<file path="src/core/lbepc_pkg.sv">
package lbepc_pkg;
    // clock period of the control clock
    localparam int unsigned CLK_NS = 100;
    // enable low time that ends operation, in microseconds
    localparam int unsigned T_EN_OFF_US = 2500;
    // pwm low time that ends operation, in microseconds
    localparam int unsigned T_PWM_OFF_US = 20000;
    // mode select window after startup, in microseconds
    localparam int unsigned T_SEL_US = 1000;
    // digital entry high and low times, in microseconds
    localparam int unsigned T_ENTRY_HI_US = 100;
    localparam int unsigned T_ENTRY_LO_US = 260;
    // least times round up
    localparam int unsigned EN_OFF_CYC = (T_EN_OFF_US * 1000 + CLK_NS - 1) / CLK_NS;
    localparam int unsigned PWM_OFF_CYC = (T_PWM_OFF_US * 1000 + CLK_NS - 1) / CLK_NS;
    localparam int unsigned ENTRY_HI_CYC = (T_ENTRY_HI_US * 1000 + CLK_NS - 1) / CLK_NS;
    localparam int unsigned ENTRY_LO_CYC = (T_ENTRY_LO_US * 1000 + CLK_NS - 1) / CLK_NS;
    // longest time rounds down
    localparam int unsigned SEL_CYC = (T_SEL_US * 1000) / CLK_NS;
    // timer counter width, covers the longest timeout
    localparam int unsigned TMR_W = 18;
    // entry pattern counter width
    localparam int unsigned ENT_W = 12;
    // switching cycles of overvoltage before latch-off
    localparam logic [3:0] OVP_LATCH_CYC = 4'h8;
    // synchronised input vector layout
    localparam int unsigned IN_W = 10;
    localparam int unsigned IX_EN = 0;
    localparam int unsigned IX_PWM = 1;
    localparam int unsigned IX_SWOVP = 2;
    localparam int unsigned IX_L1OVP = 3;
    localparam int unsigned IX_L2OVP = 4;
    localparam int unsigned IX_OCP = 5;
    localparam int unsigned IX_SUPPLY_UNDERVOLTAGE_LOCKOUT = 6;
    localparam int unsigned IX_OTP = 7;
    localparam int unsigned IX_L1GND = 8;
    localparam int unsigned IX_L2GND = 9;
    // operating states, gray along off -> select -> active
    typedef enum logic [1:0]
    {
        LBEPC_OFF = 2'h0,
        LBEPC_SELECT = 2'h1,
        LBEPC_ACTIVE = 2'h3
    } lbepc_state_t;
endpackage

</file>
<file path="src/core/lbepc_tmr_if.sv">
`timescale 1ns/1ps
// carries the run level to a timer and its expiry back
interface lbepc_tmr_if;
    logic run; // timer counts while high, clears while low
    logic expired; // high once run has stayed high longer than the limit
    modport ctrl (output run, input expired);
    modport tmr (input run, output expired);
endinterface

</file>
<file path="src/core/lbepc_ctrl.sv">
`timescale 1ns/1ps
module lbepc_ctrl #(
    parameter int unsigned EN_OFF_CYC = lbepc_pkg::EN_OFF_CYC,
    parameter int unsigned PWM_OFF_CYC = lbepc_pkg::PWM_OFF_CYC,
    parameter int unsigned SEL_CYC = lbepc_pkg::SEL_CYC
) (
    input wire logic clk_i,
    input wire logic srst_i,
    input wire logic enable_line_signal_i,
    input wire logic pwm_i,
    input wire logic sw_ovp_i,
    input wire logic led_one_ovp_i,
    input wire logic led_two_ovp_i,
    input wire logic ocp_i,
    input wire logic supply_undervoltage_lockout_i,
    input wire logic otp_i,
    input wire logic led_one_gnd_i,
    input wire logic led_two_gnd_i,
    input wire logic cycle_start_i,
    output logic enabled_o,
    output logic digital_mode_o,
    output logic boost_run_o,
    output logic gate_on_o,
    output logic sink_one_en_o,
    output logic sink_two_en_o,
    output logic ovp_latched_o
);
    import lbepc_pkg::*;

    logic [IN_W-1:0] in_raw; // raw asynchronous inputs
    logic [IN_W-1:0] sync1_reg; // first stage, read only by second
    logic [IN_W-1:0] sync2_reg; // synchronised inputs
    logic en_s, pwm_s, sw_ovp_s, led_ovp_s, ocp_s, supply_undervoltage_lockout_s, otp_s, g1_s, g2_s;
    logic en_prev_reg; // enable one cycle back, for edge detect
    logic en_rise; // enable rising edge
    lbepc_state_t state_reg; // operating state
    logic digital_reg; // selected dimming mode, 1 = digital
    logic parked_reg; // off after pwm timeout, pwm may re-enable
    logic [ENT_W-1:0] hi_cnt_reg; // entry high time
    logic [ENT_W-1:0] lo_cnt_reg; // entry low time
    logic ent_fail_reg; // entry pattern broken
    logic ent_hit_reg; // entry pattern recognised
    logic [3:0] ovp_cnt_reg; // consecutive overvoltage cycles
    logic ovp_latch_reg; // overvoltage latch-off
    logic gate_reg; // power switch on
    logic dim_gate; // dimming allows switching
    logic both_gnd; // both channels grounded

    lbepc_tmr_if en_t (); // enable low timer
    lbepc_tmr_if pwm_t (); // pwm low timer
    lbepc_tmr_if sel_t (); // mode select window

    assign in_raw = {led_two_gnd_i, led_one_gnd_i, otp_i, supply_undervoltage_lockout_i, ocp_i,
        led_two_ovp_i, led_one_ovp_i, sw_ovp_i, pwm_i, enable_line_signal_i};

    // two-flop synchroniser on every input except cycle_start_i and srst_i
    always_ff @(posedge clk_i)
    begin
        if (srst_i)
        begin
            sync1_reg <= '0;
            sync2_reg <= '0;
            en_prev_reg <= 1'b0;
        end
        else
        begin
            sync1_reg <= in_raw;
            sync2_reg <= sync1_reg;
            en_prev_reg <= sync2_reg[IX_EN];
        end
    end

    assign en_s = sync2_reg[IX_EN];
    assign pwm_s = sync2_reg[IX_PWM];
    assign sw_ovp_s = sync2_reg[IX_SWOVP];
    assign led_ovp_s = sync2_reg[IX_L1OVP] | sync2_reg[IX_L2OVP];
    assign ocp_s = sync2_reg[IX_OCP];
    assign supply_undervoltage_lockout_s = sync2_reg[IX_SUPPLY_UNDERVOLTAGE_LOCKOUT];
    assign otp_s = sync2_reg[IX_OTP];
    assign g1_s = sync2_reg[IX_L1GND];
    assign g2_s = sync2_reg[IX_L2GND];
    assign en_rise = en_s & ~en_prev_reg;

    // timers: enable low, pwm low in pwm mode, select window
    // also runs while parked, so a long enable low there is a full shutdown
    assign en_t.run = ~en_s & ((state_reg != LBEPC_OFF) | parked_reg);
    assign pwm_t.run = ~pwm_s & ~digital_reg & (state_reg == LBEPC_ACTIVE);
    assign sel_t.run = (state_reg == LBEPC_SELECT);

    lbepc_tmr #(.LIMIT(EN_OFF_CYC)) u_en_tmr (.clk_i(clk_i), .srst_i(srst_i), .t(en_t));
    lbepc_tmr #(.LIMIT(PWM_OFF_CYC)) u_pwm_tmr (.clk_i(clk_i), .srst_i(srst_i), .t(pwm_t));
    lbepc_tmr #(.LIMIT(SEL_CYC - 1)) u_sel_tmr (.clk_i(clk_i), .srst_i(srst_i), .t(sel_t));

    // operating state and dimming mode
    always_ff @(posedge clk_i)
    begin
        if (srst_i)
        begin
            state_reg <= LBEPC_OFF;
            digital_reg <= 1'b0;
            parked_reg <= 1'b0;
        end
        else if (en_t.expired)
        begin
            // full disable: next enable edge is a fresh startup
            state_reg <= LBEPC_OFF;
            parked_reg <= 1'b0;
        end
        else
        begin
            case (state_reg)
                LBEPC_OFF:
                begin
                    if (parked_reg && en_s && pwm_s)
                    begin
                        state_reg <= LBEPC_ACTIVE;
                        parked_reg <= 1'b0;
                    end
                    else if (en_rise && !parked_reg)
                    begin
                        state_reg <= LBEPC_SELECT; // startup
                        digital_reg <= 1'b0;
                    end
                end
                LBEPC_SELECT:
                begin
                    if (sel_t.expired)
                    begin
                        // pwm unless the entry pattern was seen
                        digital_reg <= ent_hit_reg;
                        state_reg <= LBEPC_ACTIVE;
                    end
                end
                LBEPC_ACTIVE:
                begin
                    if (pwm_t.expired)
                    begin
                        state_reg <= LBEPC_OFF;
                        parked_reg <= 1'b1;
                    end
                end
                default:
                begin
                    state_reg <= LBEPC_OFF;
                end
            endcase
        end
    end

    // digital entry pattern detector inside the select window
    always_ff @(posedge clk_i)
    begin
        if (srst_i || state_reg != LBEPC_SELECT)
        begin
            hi_cnt_reg <= '0;
            lo_cnt_reg <= '0;
            ent_fail_reg <= 1'b0;
            ent_hit_reg <= 1'b0;
        end
        else if (!ent_hit_reg && !ent_fail_reg)
        begin
            if (en_s)
            begin
                // high again before the low time ends breaks the pattern
                if (lo_cnt_reg != '0)
                begin
                    ent_fail_reg <= 1'b1;
                end
                else if (hi_cnt_reg != ENT_W'(ENTRY_HI_CYC + 1))
                begin
                    hi_cnt_reg <= hi_cnt_reg + ENT_W'(1);
                end
            end
            else if (hi_cnt_reg <= ENT_W'(ENTRY_HI_CYC))
            begin
                ent_fail_reg <= 1'b1;
            end
            else if (lo_cnt_reg == ENT_W'(ENTRY_LO_CYC - 1))
            begin
                ent_hit_reg <= 1'b1;
            end
            else
            begin
                lo_cnt_reg <= lo_cnt_reg + ENT_W'(1);
            end
        end
    end

    // overvoltage cycle counter and latch-off
    always_ff @(posedge clk_i)
    begin
        if (srst_i || en_t.expired)
        begin
            ovp_cnt_reg <= '0;
            ovp_latch_reg <= 1'b0;
        end
        else if (cycle_start_i)
        begin
            if (!sw_ovp_s)
            begin
                ovp_cnt_reg <= '0;
            end
            else if (ovp_cnt_reg == OVP_LATCH_CYC - 4'h1)
            begin
                ovp_latch_reg <= 1'b1;
            end
            else
            begin
                ovp_cnt_reg <= ovp_cnt_reg + 4'h1;
            end
        end
    end

    // dimming gate and converter run condition
    assign dim_gate = digital_reg ? en_s : pwm_s;
    assign both_gnd = g1_s & g2_s;
    assign boost_run_o = (state_reg == LBEPC_ACTIVE) & dim_gate & ~both_gnd
        & ~sw_ovp_s & ~led_ovp_s
        & ~supply_undervoltage_lockout_s & ~otp_s & ~ovp_latch_reg;

    // power switch: on at cycle start, off on overcurrent
    always_ff @(posedge clk_i)
    begin
        if (srst_i || !boost_run_o || ocp_s)
        begin
            gate_reg <= 1'b0;
        end
        else if (cycle_start_i)
        begin
            gate_reg <= 1'b1;
        end
    end

    assign gate_on_o = gate_reg;
    assign enabled_o = (state_reg == LBEPC_ACTIVE);
    assign digital_mode_o = digital_reg;
    // sinks keep running through led overvoltage
    assign sink_one_en_o = enabled_o & ~g1_s;
    assign sink_two_en_o = enabled_o & ~g2_s;
    assign ovp_latched_o = ovp_latch_reg;
endmodule

</file>
<file path="src/core/lbepc_tmr.sv">
`timescale 1ns/1ps
// saturating run-length timer
module lbepc_tmr #(
    parameter int unsigned LIMIT = 1
) (
    input wire logic clk_i,
    input wire logic srst_i,
    lbepc_tmr_if.tmr t
);
    import lbepc_pkg::*;

    logic [TMR_W-1:0] cnt_reg; // cycles of run so far, saturates at limit
    logic exp_reg; // expiry flag

    // count while run is high, clear the moment it drops
    always_ff @(posedge clk_i)
    begin
        if (srst_i || !t.run)
        begin
            cnt_reg <= '0;
            exp_reg <= 1'b0;
        end
        else
        begin
            if (cnt_reg != TMR_W'(LIMIT))
            begin
                cnt_reg <= cnt_reg + TMR_W'(1);
            end
            // expiry after more than limit cycles of run
            exp_reg <= (cnt_reg == TMR_W'(LIMIT));
        end
    end

    assign t.expired = exp_reg;
endmodule

</file>
<file path="config.mk">
export PLATFORM = sky130hd
export DESIGN_NAME = lbepc_ctrl
export DESIGN_NICKNAME = d
export VERILOG_FILES = /design/src/core/lbepc_pkg.sv /design/src/core/lbepc_tmr_if.sv /design/src/core/lbepc_ctrl.sv /design/src/core/lbepc_tmr.sv
export SDC_FILE = /design/constraint.sdc
export NUM_CORES = 1
export LEC_CHECK = 0
export ABC_AREA = 1
export ABC_CLOCK_PERIOD_IN_PS = 1800
export BUFFER_PORTS_ARGS = -buffer_cell sky130_fd_sc_hd__buf_2
export CAP_MARGIN = 20
export CORE_ASPECT_RATIO = 0.8
export CORE_UTILIZATION = 62
export CTS_CLUSTER_SIZE = 28
export DETAILED_ROUTE_END_ITERATION = 6
export PLACE_DENSITY = 0.8
export SLEW_MARGIN = 0
export SYNTH_ARGS = -nofsm -noshare
export SYNTH_HDL_FRONTEND = slang
export SYNTH_SLANG_ARGS = --single-unit
</file>
<file path="constraint.sdc">
create_clock -name clk_i -period 1.8 [get_ports clk_i]
set_input_delay 0 -clock clk_i [delete_from_list [all_inputs] [get_ports clk_i]]
set_output_delay 0 -clock clk_i [all_outputs]
set_load 0.005 [all_outputs]
</file>
==> results of run 1 <==
-- cells in the mapped netlist, drive strengths merged --
library cell / number
ha: 11
nand4: 27
and3: 3
nand3: 52
xnor2: 1
nand3b: 3
nor3: 33
o2111ai: 1
inv: 130
o21ai: 54
nand2: 158
clkbuf: 6
a21oi: 71
a211oi: 2
dfxtp: 114
buf: 12
o211a: 1
o21a: 3
o211ai: 1
nor4: 8
xor2: 14
nor2: 101
a31oi: 2
-- area by class of cell --
cell class | instances | area share [%]
Multi-Input combinational cell | 547 | 43.5
Sequential cell | 114 | 34.6
Inverter | 130 | 7.44
Clock buffer | 17 | 6.45
Timing Repair Buffer | 38 | 4.08
Tap cell | 115 | 2.18
Clock inverter | 15 | 1.67
-- worst min-delay path by stage --
stage / slack [ns] / cells past startpoint / endpoint / from
after floorplan: 0.11 / 2 / sync1_reg[0]$_SDFF_PP0_ / enable_line_signal_i
after global placement: 0.20 / 3 / sync1_reg[9]$_SDFF_PP0_ / led_two_gnd_i
after detailed placement: 0.21 / 3 / sync1_reg[7]$_SDFF_PP0_ / otp_i
after CTS: 0.03 / 2 / sync2_reg[3]$_SDFF_PP0_ / srst_i
after global routing: 0.06 / 2 / en_prev_reg$_SDFF_PP0_ / srst_i
final: 0.04 / 2 / sync2_reg[3]$_SDFF_PP0_ / srst_i
-- logic make-up (layout without fill, tap and decap cells) --
| logic type | count (synthesis) | in the layout | share of synthesized area (%) |
|---|---|---|---|
| xor+xnor | 15 | 15 | 2.28 |
| buf+inv | 148 | 200 | 10.9 |
| compound gates | 135 | 135 | 13.2 |
| flops | 114 | 114 | 39.7 |
| fa+ha+maj | 11 | 11 | 2.39 |
| simple gates | 385 | 386 | 31.6 |
-- per-stage QoR --
stage	utilization [%]	cells	instance area [um2]	hold slack [ns]
detailed placement	65.4	931	5910	0.206
global route	73.0	976	6590	0.0588
global placement	65.4	931	5910	0.200
floorplan	-	808	5750	0.107
finish	73.0	976	6590	0.0392
CTS	72.5	974	6560	0.0263
-- power by group through the flow --
stage | combinational, W | sequential (W) | clock [W]
floorplan | 0.000321 | 0.00267 | 0
finish | 0.000449 | 0.00263 | 0.00303
global route | 0.000502 | 0.00264 | 0.00319
detailed placement | 0.000412 | 0.00268 | 0
global placement | 0.000393 | 0.00268 | 0
CTS | 0.000433 | 0.00263 | 0.00305
-- what timing repair did --
action,CTS,global route
setup buffers,0,1
setup endpoints to repair,0,10
hold endpoints to repair,15,0
hold buffers,11,0
gates resized for setup,0,9
-- routing by layer --
layer	track usage, %	vias up
li1	-	2704
met1	36.4	2483
met3	8.93	12
met4	9.70	0
met2	47.3	119
met5	0	-
==> impl_metrics.xml, run 1 <==
<?xml version="1.0" encoding="UTF-8"?>
<metrics>
  <group name="run_status">
    <metric name="run_status" unit="">finished clean</metric>
  </group>
  <group name="grt">
    <metric name="grt_pass1_vias" unit="">4946</metric>
    <metric name="grt_max_degree" unit="">28</metric>
    <metric name="grt_overflow_total" unit="">0</metric>
    <metric name="grt_pass1_wl" unit="um">21600</metric>
    <metric name="grtUsageTotal" unit="%">28.9</metric>
    <metric name="initial_antenna_violation_count" unit="">0</metric>
  </group>
  <group name="critical_path">
    <metric name="slowest_delay" unit="ns">0.34</metric>
    <metric name="r2r_end" unit="">hi_cnt_reg[4]$_SDFFE_PP0P_</metric>
    <metric name="timing.critical_path.max_delay_family" unit="">simple AND/OR/NAND/NOR gates</metric>
    <metric name="cp_slowest_cell" unit="">dfxtp_1</metric>
    <metric name="timing.critical_path.cells" unit="">inv_2, ha_1, nand3_1, nor3_2, nand3_4, buf_4, o21ai_0, a21oi_1</metric>
    <metric name="r2r_start" unit="">lo_cnt_reg[0]$_SDFFE_PP0P_</metric>
    <metric name="r2r_slack" unit="ns">0.11</metric>
    <metric name="timing.critical_path.from" unit="">lo_cnt_reg[0]$_SDFFE_PP0P_</metric>
    <metric name="endpoint_kind" unit="">flip-flop</metric>
    <metric name="setup.worst_path.start_class" unit="">flip-flop</metric>
    <metric name="critical_path.endpoint" unit="">hi_cnt_reg[4]$_SDFFE_PP0P_</metric>
    <metric name="worstPathArrival" unit="ns">1.99</metric>
    <metric name="worst-path-stages" unit="">8</metric>
    <metric name="number_of_cells_traversed_by_the_worst_register_to_register_path" unit="">8</metric>
    <metric name="cp_max_fo" unit="">7</metric>
    <metric name="worst-setup-path-type" unit="">reg -&gt; reg</metric>
    <metric name="cp.buffers_inverters" unit="">2</metric>
    <metric name="worst-endpoint-required" unit="ns">2.09</metric>
  </group>
  <group name="layout">
    <metric name="multi_input_area" unit="um2">2870</metric>
    <metric name="fin_nets" unit="">872</metric>
    <metric name="antenna-diode-count" unit="">0</metric>
    <metric name="post_route_cells_drive_above_1_share" unit="%">14.2</metric>
    <metric name="area_growth" unit="%">14.6</metric>
    <metric name="layout.filler_cells" unit="">676</metric>
    <metric name="layout.cells.most_common_list" unit="">nand2_1 (140), inv_1 (120), dfxtp_1 (113)</metric>
    <metric name="mostFrequentLayoutCell" unit="">nand2_1</metric>
    <metric name="register_area" unit="um2">2280</metric>
  </group>
  <group name="power">
    <metric name="vdd_drop_max" unit="uV">799</metric>
    <metric name="power_per_cell_area" unit="nW/um2">927</metric>
    <metric name="net-switching-power" unit="W">0.00160</metric>
    <metric name="p_int" unit="W">0.00451</metric>
    <metric name="switching_share" unit="%">26.3</metric>
    <metric name="power_frac_comb" unit="%">7.3</metric>
    <metric name="power_leakage" unit="nW">2.51</metric>
    <metric name="power.clock.fraction" unit="%">49.6</metric>
    <metric name="pnr_total_power" unit="W">0.00611</metric>
    <metric name="seq_power_share" unit="%">43.1</metric>
  </group>
  <group name="routing">
    <metric name="top_signal_layer_used" unit="">met4</metric>
    <metric name="detailroute.wirelength.met3" unit="um">607</metric>
    <metric name="wl_per_cell" unit="um">13.4</metric>
    <metric name="drt_met1_wl" unit="um">6120</metric>
    <metric name="route.detailed.drc" unit="">0</metric>
    <metric name="num_vias" unit="">5318</metric>
    <metric name="number_of_vias_per_cell_after_detailed_routing" unit="">5.45</metric>
    <metric name="ant_nets" unit="">0</metric>
    <metric name="detail_route.wirelength" unit="um">13100</metric>
    <metric name="route.met2.wl" unit="um">6210</metric>
    <metric name="drt_first_pass_iters" unit="">4</metric>
    <metric name="detailedRoute.firstIterationViolations" unit="">323</metric>
  </group>
  <group name="clock_network">
    <metric name="cts_bufs_inserted" unit="">17</metric>
    <metric name="cts_tree" unit="">done</metric>
    <metric name="clock_tree.root_cell" unit="">clkbuf_16</metric>
    <metric name="clock_slew_at_the_register_clock_pins_of_the_worst_setup_and_hold_paths" unit="ns">0.06</metric>
    <metric name="clockBufferDepth" unit="">2</metric>
    <metric name="clock_insertion_delay_worst_skew" unit="ns">0.42</metric>
    <metric name="h-tree-depth" unit="">4</metric>
    <metric name="cts_sinks" unit="">114</metric>
  </group>
  <group name="logic_synthesis">
    <metric name="synthCells" unit="">808</metric>
    <metric name="ys_warn_count" unit="">0</metric>
    <metric name="yosysTopAreaCell" unit="">dfxtp_1</metric>
    <metric name="synth_fp_nets" unit="">832</metric>
    <metric name="yosys_register_bits" unit="">114</metric>
    <metric name="sequential_share_of_the_synthesized_area" unit="%">39.7</metric>
    <metric name="synth_top_area_share" unit="%">39.7</metric>
    <metric name="synth_area_per_cell" unit="um2">7.12</metric>
    <metric name="netlist_cell_types" unit="">39</metric>
    <metric name="synth_top_cells_by_area" unit="">dfxtp_1 (40%), nand2_1 (9.1%), inv_1 (7.9%)</metric>
    <metric name="area_of_the_mapped_netlist" unit="um2">5750</metric>
  </group>
  <group name="die">
    <metric name="floorplan.die.height" unit="um">88.2</metric>
    <metric name="floorplan.initialDensity" unit="%">63.7</metric>
    <metric name="io_pins" unit="">20</metric>
    <metric name="die_area" unit="um2">9670</metric>
    <metric name="placement_rows" unit="">31</metric>
    <metric name="design.core.area" unit="um2">9040</metric>
    <metric name="die_w" unit="um">110</metric>
  </group>
  <group name="sta">
    <metric name="finalSetupViolations" unit="">0</metric>
    <metric name="fin_crit_sh" unit="%">94.1</metric>
    <metric name="worst_slack" unit="ns">0.105</metric>
    <metric name="slew_headroom" unit="%">65.4</metric>
    <metric name="grt_setup_unrepaired" unit="">false</metric>
    <metric name="final_max_slew_viol_count" unit="">0</metric>
    <metric name="clock-skew-final" unit="ns">0.00916</metric>
    <metric name="worstMarginPinSlew" unit="ns">0.519</metric>
    <metric name="final.setup.tns" unit="ns">0</metric>
    <metric name="timing.final.hold_violations" unit="">0</metric>
    <metric name="finalWorstPathRequiredPeriod" unit="ns">1.69</metric>
    <metric name="achievable-frequency" unit="MHz">590</metric>
  </group>
  <group name="placed_design">
    <metric name="post-dp-hpwl" unit="um">8690</metric>
    <metric name="gp_congestion" unit="">0.923</metric>
    <metric name="place_worst_setup_slack" unit="ns">0.132</metric>
    <metric name="buffer_ports.inserted" unit="">19</metric>
  </group>
  <group name="worst_hold_path">
    <metric name="timing.hold.worst.class" unit="">in -&gt; reg</metric>
  </group>
  <group name="flow_run">
    <metric name="max_cap_violations" unit="">0</metric>
  </group>
</metrics>
Power figures use the tool's default switching activity.
==> inputs of run 2 (changes only) <==
--- a/config.mk
+++ b/config.mk
@@ -10,10 +10,10 @@
 export BUFFER_PORTS_ARGS = -buffer_cell sky130_fd_sc_hd__buf_2
 export CAP_MARGIN = 20
 export CORE_ASPECT_RATIO = 0.8
-export CORE_UTILIZATION = 62
+export CORE_UTILIZATION = 60
 export CTS_CLUSTER_SIZE = 28
 export DETAILED_ROUTE_END_ITERATION = 6
-export PLACE_DENSITY = 0.8
+export PLACE_DENSITY = 0.73
 export SLEW_MARGIN = 0
 export SYNTH_ARGS = -nofsm -noshare
 export SYNTH_HDL_FRONTEND = slang
==> run 2 against run 1 <==
- die area rose by 3.3%
- setup slack gained 0.028 ns
- register-to-register slack improved by 0.05 ns
- global-route usage is 2.4 points lower
- sequential power is essentially flat
- critical path depth shrank 3
- clock skew fell by 0.0031 ns
- core utilization shrank 1.1 points
- largest power group unchanged
==> impl_metrics.xml, run 2 (synthesis results as in run 1) <==
<?xml version="1.0" encoding="UTF-8"?>
<metrics>
  <group name="routing">
    <metric name="route.met2.wl" unit="um">5610</metric>
    <metric name="drt_first_pass_iters" unit="">5</metric>
    <metric name="drt_met1_wl" unit="um">6100</metric>
    <metric name="detailedRoute.firstIterationViolations" unit="">380</metric>
    <metric name="wl_per_cell" unit="um">12.8</metric>
    <metric name="route.detailed.drc" unit="">0</metric>
    <metric name="number_of_vias_per_cell_after_detailed_routing" unit="">5.41</metric>
    <metric name="detail_route.wirelength" unit="um">12500</metric>
    <metric name="num_vias" unit="">5277</metric>
    <metric name="detailroute.wirelength.met3" unit="um">624</metric>
    <metric name="ant_nets" unit="">0</metric>
    <metric name="top_signal_layer_used" unit="">met4</metric>
  </group>
  <group name="layout">
    <metric name="stdcell_count" unit="">975</metric>
    <metric name="finish.instance_area" unit="um2">6610</metric>
    <metric name="post_route_cells_drive_above_1_share" unit="%">13.4</metric>
    <metric name="fin_nets" unit="">872</metric>
    <metric name="multi_input_area" unit="um2">2850</metric>
    <metric name="area_growth" unit="%">14.9</metric>
    <metric name="layout.filler_cells" unit="">766</metric>
    <metric name="layout.cells.most_common_list" unit="">nand2_1 (140), inv_1 (121), dfxtp_1 (114)</metric>
    <metric name="antenna-diode-count" unit="">0</metric>
    <metric name="mostFrequentLayoutCell" unit="">nand2_1</metric>
    <metric name="register_area" unit="um2">2280</metric>
  </group>
  <group name="clock_network">
    <metric name="cts_tree" unit="">done</metric>
    <metric name="h-tree-depth" unit="">4</metric>
    <metric name="cts_post_setup_buffers_inserted" unit="">0</metric>
    <metric name="cts_sinks" unit="">114</metric>
    <metric name="cts_bufs_inserted" unit="">17</metric>
    <metric name="clock_insertion_delay_worst_skew" unit="ns">0.41</metric>
    <metric name="clock_tree.root_cell" unit="">clkbuf_16</metric>
    <metric name="clockBufferDepth" unit="">2</metric>
    <metric name="clock_slew_at_the_register_clock_pins_of_the_worst_setup_and_hold_paths" unit="ns">0.05</metric>
  </group>
  <group name="worst_hold_path">
    <metric name="timing.hold.worst.class" unit="">in -&gt; reg</metric>
  </group>
  <group name="sta">
    <metric name="worstMarginPinSlew" unit="ns">0.521</metric>
    <metric name="final_max_slew_viol_count" unit="">0</metric>
    <metric name="fin_hold_ws" unit="ns">0.0426</metric>
    <metric name="finalSetupViolations" unit="">0</metric>
    <metric name="achievable-frequency" unit="MHz">600</metric>
    <metric name="final.setup.tns" unit="ns">0</metric>
    <metric name="worst_slack" unit="ns">0.133</metric>
    <metric name="clock-skew-final" unit="ns">0.00607</metric>
    <metric name="slew_headroom" unit="%">65.2</metric>
    <metric name="fin_crit_sh" unit="%">92.6</metric>
    <metric name="finalWorstPathRequiredPeriod" unit="ns">1.67</metric>
    <metric name="timing.final.hold_violations" unit="">0</metric>
  </group>
  <group name="critical_path">
    <metric name="cp.buffers_inverters" unit="">3</metric>
    <metric name="timing.critical_path.mode_cell" unit="">inv_1</metric>
    <metric name="slowest_delay" unit="ns">0.45</metric>
    <metric name="worstPathArrival" unit="ns">1.67</metric>
    <metric name="worst-setup-path-type" unit="">reg -&gt; out</metric>
    <metric name="cp_max_fo" unit="">5</metric>
    <metric name="cp_slowest_cell" unit="">dfxtp_1</metric>
    <metric name="timing.critical_path.cells" unit="">inv_1, a211oi_1, nand3_1, inv_1, buf_2</metric>
    <metric name="timing.critical_path.max_delay_family" unit="">flip-flops</metric>
    <metric name="setup.worst_path.start_class" unit="">flip-flop</metric>
    <metric name="endpoint_kind" unit="">output pin</metric>
    <metric name="worst-endpoint-required" unit="ns">1.80</metric>
  </group>
  <group name="placed_design">
    <metric name="buffer_ports.inserted" unit="">19</metric>
    <metric name="place_worst_setup_slack" unit="ns">0.174</metric>
    <metric name="post-dp-hpwl" unit="um">8600</metric>
    <metric name="place_area" unit="um2">5920</metric>
    <metric name="post-place-cells" unit="">933</metric>
    <metric name="gp_congestion" unit="">0.974</metric>
  </group>
  <group name="die">
    <metric name="placement_rows" unit="">31</metric>
    <metric name="design.core.area" unit="um2">9190</metric>
    <metric name="floorplan.initialDensity" unit="%">62.6</metric>
    <metric name="floorplan.die.height" unit="um">89.6</metric>
    <metric name="die_area" unit="um2">9990</metric>
    <metric name="die_w" unit="um">111</metric>
    <metric name="io_pins" unit="">20</metric>
  </group>
  <group name="grt">
    <metric name="grt_overflow_total" unit="">0</metric>
    <metric name="grtUsageTotal" unit="%">26.6</metric>
    <metric name="initial_antenna_violation_count" unit="">0</metric>
    <metric name="grt_pass1_wl" unit="um">21000</metric>
    <metric name="grt_max_degree" unit="">29</metric>
    <metric name="grt_pass1_vias" unit="">4773</metric>
  </group>
  <group name="run_status">
    <metric name="run_status" unit="">finished clean</metric>
  </group>
  <group name="power">
    <metric name="power_leakage" unit="nW">2.53</metric>
    <metric name="power_per_cell_area" unit="nW/um2">951</metric>
    <metric name="vdd_drop_max" unit="uV">876</metric>
  </group>
  <group name="flow_run">
    <metric name="max_cap_violations" unit="">0</metric>
  </group>
</metrics>
## run 2: changes by cell type in the layout (fill, tap and decap cells not counted), sizes merged, moves of 2 or more
| cell | change |
|---|---|
| clkinvlp | -3 |
| clkbuf | +5 |
| inv | -4 |
| bufinv | +2 |
## run 2: routing by layer
metal  vias up  track usage (%)
met5         -                0
met4         0             8.97
met3        19             8.32
met2       127             44.0
met1      2413             33.5
li1       2718                -
## run 2: layout make-up
class / instances / share of cell area, %
multi-input combinational: 546 / 43.1
sequential: 114 / 34.5
inverter: 130 / 7.42
clock buffer: 22 / 7.02
timing repair buffer: 39 / 4.13
tap: 115 / 2.18
clock inverter: 9 / 1.63
## run 2: through the flow
step	utilization (%)	total power, W
2_1_floorplan	-	0.00299
3_3_place_gp	64.4	0.00308
3_5_place_dp	64.4	0.00309
4_1_cts	71.9	0.00634
5_1_grt	71.9	0.00651
6_report	71.9	0.00628
## run 2: what timing repair did
action,CTS,global route
hold buffers,11,0
endpoints found under the hold margin,15,0
gates resized for setup,0,2
endpoints found under the setup margin,0,2
## run 2: report_power, final
part           total, W  internal [W]  switching, W
Clock           0.00322       0.00209       0.00113
Combinational  0.000435      0.000158      0.000277
Sequential      0.00263       0.00259     0.0000435
## run 2: final timing paths
check / start / to / slack (ns) / cells after the start
max: sync2_reg[0]$_SDFF_PP0_ / boost_run_o / 0.13 / 5
min: srst_i / sync2_reg[0]$_SDFF_PP0_ / 0.04 / 2
max reg2reg: hi_cnt_reg[0]$_SDFFE_PP0P_ / lo_cnt_reg[9]$_SDFFE_PP0P_ / 0.16 / 10
min reg2reg: sync1_reg[1]$_SDFF_PP0_ / sync2_reg[1]$_SDFF_PP0_ / 0.40 / 2
## run 2: worst register-to-register path: stages (launching register included)
cell     delay, ns
dfxtp_1       0.43
inv_1         0.10
ha_1          0.20
inv_1         0.05
nor2_1        0.06
nand3_2       0.10
nand2_4       0.06
inv_4         0.11
nand3_4       0.22
nand2_2       0.13
a21oi_2       0.06
==> inputs of run 3 (changes only) <==
--- a/config.mk
+++ b/config.mk
@@ -10,11 +10,12 @@
 export BUFFER_PORTS_ARGS = -buffer_cell sky130_fd_sc_hd__buf_2
 export CAP_MARGIN = 20
 export CORE_ASPECT_RATIO = 0.8
-export CORE_UTILIZATION = 60
+export CORE_UTILIZATION = 50
 export CTS_CLUSTER_SIZE = 28
 export DETAILED_ROUTE_END_ITERATION = 6
-export PLACE_DENSITY = 0.73
+export PLACE_DENSITY = 0.62
 export SLEW_MARGIN = 0
 export SYNTH_ARGS = -nofsm -noshare
 export SYNTH_HDL_FRONTEND = slang
+export SYNTH_HIERARCHICAL = 1
 export SYNTH_SLANG_ARGS = --single-unit
==> run 3 against run 2 <==
- critical path depth rose by 4
- sequential share of layout area fell by 1.8 points
- global-route usage fell by 5.2 points
- clock power rose by 3%
- flip-flop and latch count did not move
- cell count rose by 12%
- synthesized area rose by 4.5%
- non-clock buffer count did not move
- wire length rose by 2.5%
- combinational power fell by 9.9%
- hold slack improved by 0.0026 ns
- design area rose by 5.4%
- critical path type is now reg -> reg
- critical endpoint is now lo_cnt_reg[4]$_SDFFE_PP0P_
- highest routed layer unchanged
==> impl_metrics.xml, run 3 <==
<?xml version="1.0" encoding="UTF-8"?>
<metrics>
  <group name="die">
    <metric name="floorplan.die.height" unit="um">100</metric>
    <metric name="design.core.area" unit="um2">11600</metric>
    <metric name="die_w" unit="um">125</metric>
    <metric name="placement_rows" unit="">35</metric>
    <metric name="floorplan.initialDensity" unit="%">51.8</metric>
    <metric name="die_area" unit="um2">12500</metric>
    <metric name="io_pins" unit="">20</metric>
  </group>
  <group name="critical_path">
    <metric name="worst-setup-path-type" unit="">reg -&gt; reg</metric>
    <metric name="cp.buffers_inverters" unit="">1</metric>
    <metric name="slowest_delay" unit="ns">0.33</metric>
    <metric name="worst-endpoint-required" unit="ns">2.08</metric>
    <metric name="timing.critical_path.cells" unit="">ha_1, nand2_1, nor2_1, nand3_1, nand2_1, inv_2, nand3_4, nand2_1, a21oi_2</metric>
    <metric name="timing.critical_path.max_delay_family" unit="">simple AND/OR/NAND/NOR gates</metric>
    <metric name="setup.worst_path.start_class" unit="">flip-flop</metric>
    <metric name="timing.critical_path.mode_cell" unit="">nand2_1</metric>
    <metric name="worstPathArrival" unit="ns">1.91</metric>
    <metric name="cp_slowest_cell" unit="">dfxtp_1</metric>
    <metric name="endpoint_kind" unit="">flip-flop</metric>
    <metric name="cp_max_fo" unit="">13</metric>
  </group>
  <group name="routing">
    <metric name="route.detailed.drc" unit="">0</metric>
    <metric name="drt_first_pass_iters" unit="">6</metric>
    <metric name="ant_nets" unit="">0</metric>
    <metric name="number_of_vias_per_cell_after_detailed_routing" unit="">5.03</metric>
    <metric name="detailedRoute.firstIterationViolations" unit="">520</metric>
    <metric name="wl_per_cell" unit="um">11.8</metric>
    <metric name="detail_route.wirelength" unit="um">12800</metric>
    <metric name="num_vias" unit="">5488</metric>
  </group>
  <group name="power">
    <metric name="seq_power_share" unit="%">41.3</metric>
    <metric name="power.clock.fraction" unit="%">52.5</metric>
    <metric name="vdd_drop_max" unit="uV">871</metric>
    <metric name="switching_share" unit="%">24.1</metric>
    <metric name="p_int" unit="W">0.00480</metric>
    <metric name="power_leakage" unit="nW">2.77</metric>
    <metric name="power_per_cell_area" unit="nW/um2">907</metric>
    <metric name="pnr_total_power" unit="W">0.00632</metric>
    <metric name="power_frac_comb" unit="%">6.2</metric>
    <metric name="net-switching-power" unit="W">0.00152</metric>
  </group>
  <group name="clock_network">
    <metric name="cts_sinks" unit="">114</metric>
    <metric name="cts_resized" unit="">0</metric>
    <metric name="clockBufferDepth" unit="">2</metric>
    <metric name="h-tree-depth" unit="">4</metric>
    <metric name="cts_tree" unit="">done</metric>
    <metric name="clock_slew_at_the_register_clock_pins_of_the_worst_setup_and_hold_paths" unit="ns">0.05</metric>
    <metric name="clock_insertion_delay_worst_skew" unit="ns">0.40</metric>
    <metric name="clock_tree.root_cell" unit="">clkbuf_16</metric>
    <metric name="cts_bufs_inserted" unit="">17</metric>
  </group>
  <group name="sta">
    <metric name="finalSetupViolations" unit="">0</metric>
    <metric name="achievable-frequency" unit="MHz">614</metric>
    <metric name="finalWorstPathRequiredPeriod" unit="ns">1.63</metric>
    <metric name="final.setup.tns" unit="ns">0</metric>
    <metric name="fin_crit_sh" unit="%">90.5</metric>
    <metric name="slew_headroom" unit="%">67.5</metric>
    <metric name="final_max_slew_viol_count" unit="">0</metric>
    <metric name="worstMarginPinSlew" unit="ns">0.488</metric>
    <metric name="timing.final.hold_violations" unit="">0</metric>
    <metric name="grt_setup_unrepaired" unit="">false</metric>
    <metric name="clock-skew-final" unit="ns">0.0102</metric>
  </group>
  <group name="logic_synthesis">
    <metric name="synth_top_cells_by_count" unit="">nand2_1 (206), nor2_1 (140), dfxtp_1 (114)</metric>
    <metric name="area_of_the_mapped_netlist" unit="um2">6010</metric>
    <metric name="yosys-mux-area-fraction" unit="%">0</metric>
    <metric name="synth_top_cells_by_area" unit="">dfxtp_1 (38%), nand2_1 (13%), nor2_1 (8.7%)</metric>
    <metric name="yosys_register_bits" unit="">114</metric>
    <metric name="ys_warn_count" unit="">6</metric>
    <metric name="synth_most_common_cell" unit="">nand2_1</metric>
    <metric name="synth_top_area_share" unit="%">38.0</metric>
    <metric name="synth-edff-count" unit="">0</metric>
    <metric name="asyncSetResetFlopFracSynth" unit="%">0</metric>
    <metric name="synthCells" unit="">887</metric>
    <metric name="ys_dominant_reg_cell" unit="">dfxtp_1</metric>
    <metric name="synth_simple_gate_area_share" unit="%">38.2</metric>
    <metric name="yosysTopAreaCell" unit="">dfxtp_1</metric>
    <metric name="synth_compound_gate_area_share" unit="%">9.12</metric>
    <metric name="synth_fp_nets" unit="">911</metric>
    <metric name="netlist_cell_types" unit="">39</metric>
    <metric name="adder_and_majority_cell_fraction_of_the_synthesized_area" unit="%">2.29</metric>
    <metric name="sequential_share_of_the_synthesized_area" unit="%">38.0</metric>
    <metric name="synth_top_family_by_area" unit="">simple AND/OR/NAND/NOR gates</metric>
    <metric name="synth_area_per_cell" unit="um2">6.78</metric>
    <metric name="synth_xor_xnor_area_share" unit="%">2.77</metric>
  </group>
  <group name="grt">
    <metric name="grt_pass1_vias" unit="">4769</metric>
    <metric name="grt_max_degree" unit="">29</metric>
    <metric name="grt_overflow_total" unit="">0</metric>
    <metric name="grtUsageTotal" unit="%">21.4</metric>
    <metric name="grt_pass1_wl" unit="um">21700</metric>
    <metric name="initial_antenna_violation_count" unit="">0</metric>
  </group>
  <group name="layout">
    <metric name="post_route_cells_drive_above_1_share" unit="%">14.1</metric>
    <metric name="antenna-diode-count" unit="">0</metric>
    <metric name="fin_nets" unit="">954</metric>
    <metric name="layout.cells.most_common_list" unit="">nand2_1 (206), nor2_1 (140), dfxtp_1 (114)</metric>
    <metric name="area_growth" unit="%">15.9</metric>
    <metric name="mostFrequentLayoutCell" unit="">nand2_1</metric>
  </group>
  <group name="run_status">
    <metric name="run_status" unit="">finished clean</metric>
  </group>
  <group name="placed_design">
    <metric name="post-dp-hpwl" unit="um">9370</metric>
    <metric name="buffer_ports.inserted" unit="">19</metric>
    <metric name="gp_congestion" unit="">0.876</metric>
  </group>
  <group name="worst_hold_path">
    <metric name="timing.hold.worst.class" unit="">in -&gt; reg</metric>
  </group>
  <group name="flow_run">
    <metric name="max_cap_violations" unit="">0</metric>
  </group>
</metrics>
[run 3: cell count changes in the layout (fill, tap and decap cells not counted), sizes merged, moves of 3 or more]
cell / previous run / this run
nor4: 8 / 3
nor3: 33 / 14
clkbuf: 22 / 18
o21ai: 54 / 26
xor2: 14 / 17
nand3: 52 / 63
nand3b: 3 / 6
nand2: 158 / 224
nor2: 101 / 160
[run 3: worst register-to-register path, delay by kind of cell, from the launching register on]
kind	cells	cell delay, ns
fa+ha+maj	1	0.28
compound gates	1	0.06
flops	1	0.33
simple gates	6	0.64
buf+inv	1	0.21
[run 3: worst paths after layout]
check / startpoint / end / slack, ns / depth (start not counted)
worst max-delay path: lo_cnt_reg[0]$_SDFFE_PP0P_ / lo_cnt_reg[4]$_SDFFE_PP0P_ / 0.17 / 9
worst min-delay path: srst_i / en_prev_reg$_SDFF_PP0_ / 0.05 / 2
worst max register to register: lo_cnt_reg[0]$_SDFFE_PP0P_ / lo_cnt_reg[4]$_SDFFE_PP0P_ / 0.17 / 9
worst min register to register: sync1_reg[6]$_SDFF_PP0_ / sync2_reg[6]$_SDFF_PP0_ / 0.40 / 2
[run 3: layout make-up]
class / count / area [um2]
fill: 1068 / 4640
multi-input combinational: 629 / 3150
sequential: 114 / 2280
inverter: 129 / 487
clock buffer: 18 / 439
timing repair buffer: 39 / 273
tap: 148 / 185
clock inverter: 14 / 153
[run 3: what timing repair did]
action                                  CTS  global route
buffers inserted                          0             0
hold endpoints to repair                 14             0
endpoints found under the setup margin    0             0
hold buffers                             11             0
[run 3: metal layers]
| layer | part of all wire (%) | GRT usage [%] |
|---|---|---|
| met1 | 52 | 29.7 |
| met2 | 43 | 33.3 |
| met3 | 4.3 | 4.05 |
| met4 | 0.96 | 7.69 |
| met5 | 0 | 0 |
[run 3: per-stage QoR]
stage	utilization, %	setup slack (ns)	cells	hold slack (ns)	instance area, um2
CTS	60.0	0.183	1091	0.0369	6970
floorplan	-	0.357	887	0.107	6010
finish	60.0	0.171	1091	0.0453	6970
global placement	54.0	0.269	1048	0.198	6260
global route	60.0	0.0557	1091	0.0659	6970
detailed placement	54.0	0.199	1048	0.209	6260
[run 3: kinds of logic (layout without fill, tap and decap cells)]
family	count (synthesis)	in the layout
and+or+nand+nor	499	499
buffers and inverters	144	200
DFF	114	114
AOI/OAI and AO/OA	100	100
xor gates and xnor gates	19	19
adders and majority gates	11	11
[run 3: power by group through the flow]
stage | registers (W) | logic [W] | clock network (W)
5_1_grt | 0.00261 | 0.000439 | 0.00349
3_3_place_gp | 0.00266 | 0.000359 | 0
2_1_floorplan | 0.00266 | 0.000251 | 0
6_report | 0.00261 | 0.000392 | 0.00331
4_1_cts | 0.00261 | 0.000390 | 0.00339
3_5_place_dp | 0.00266 | 0.000368 | 0
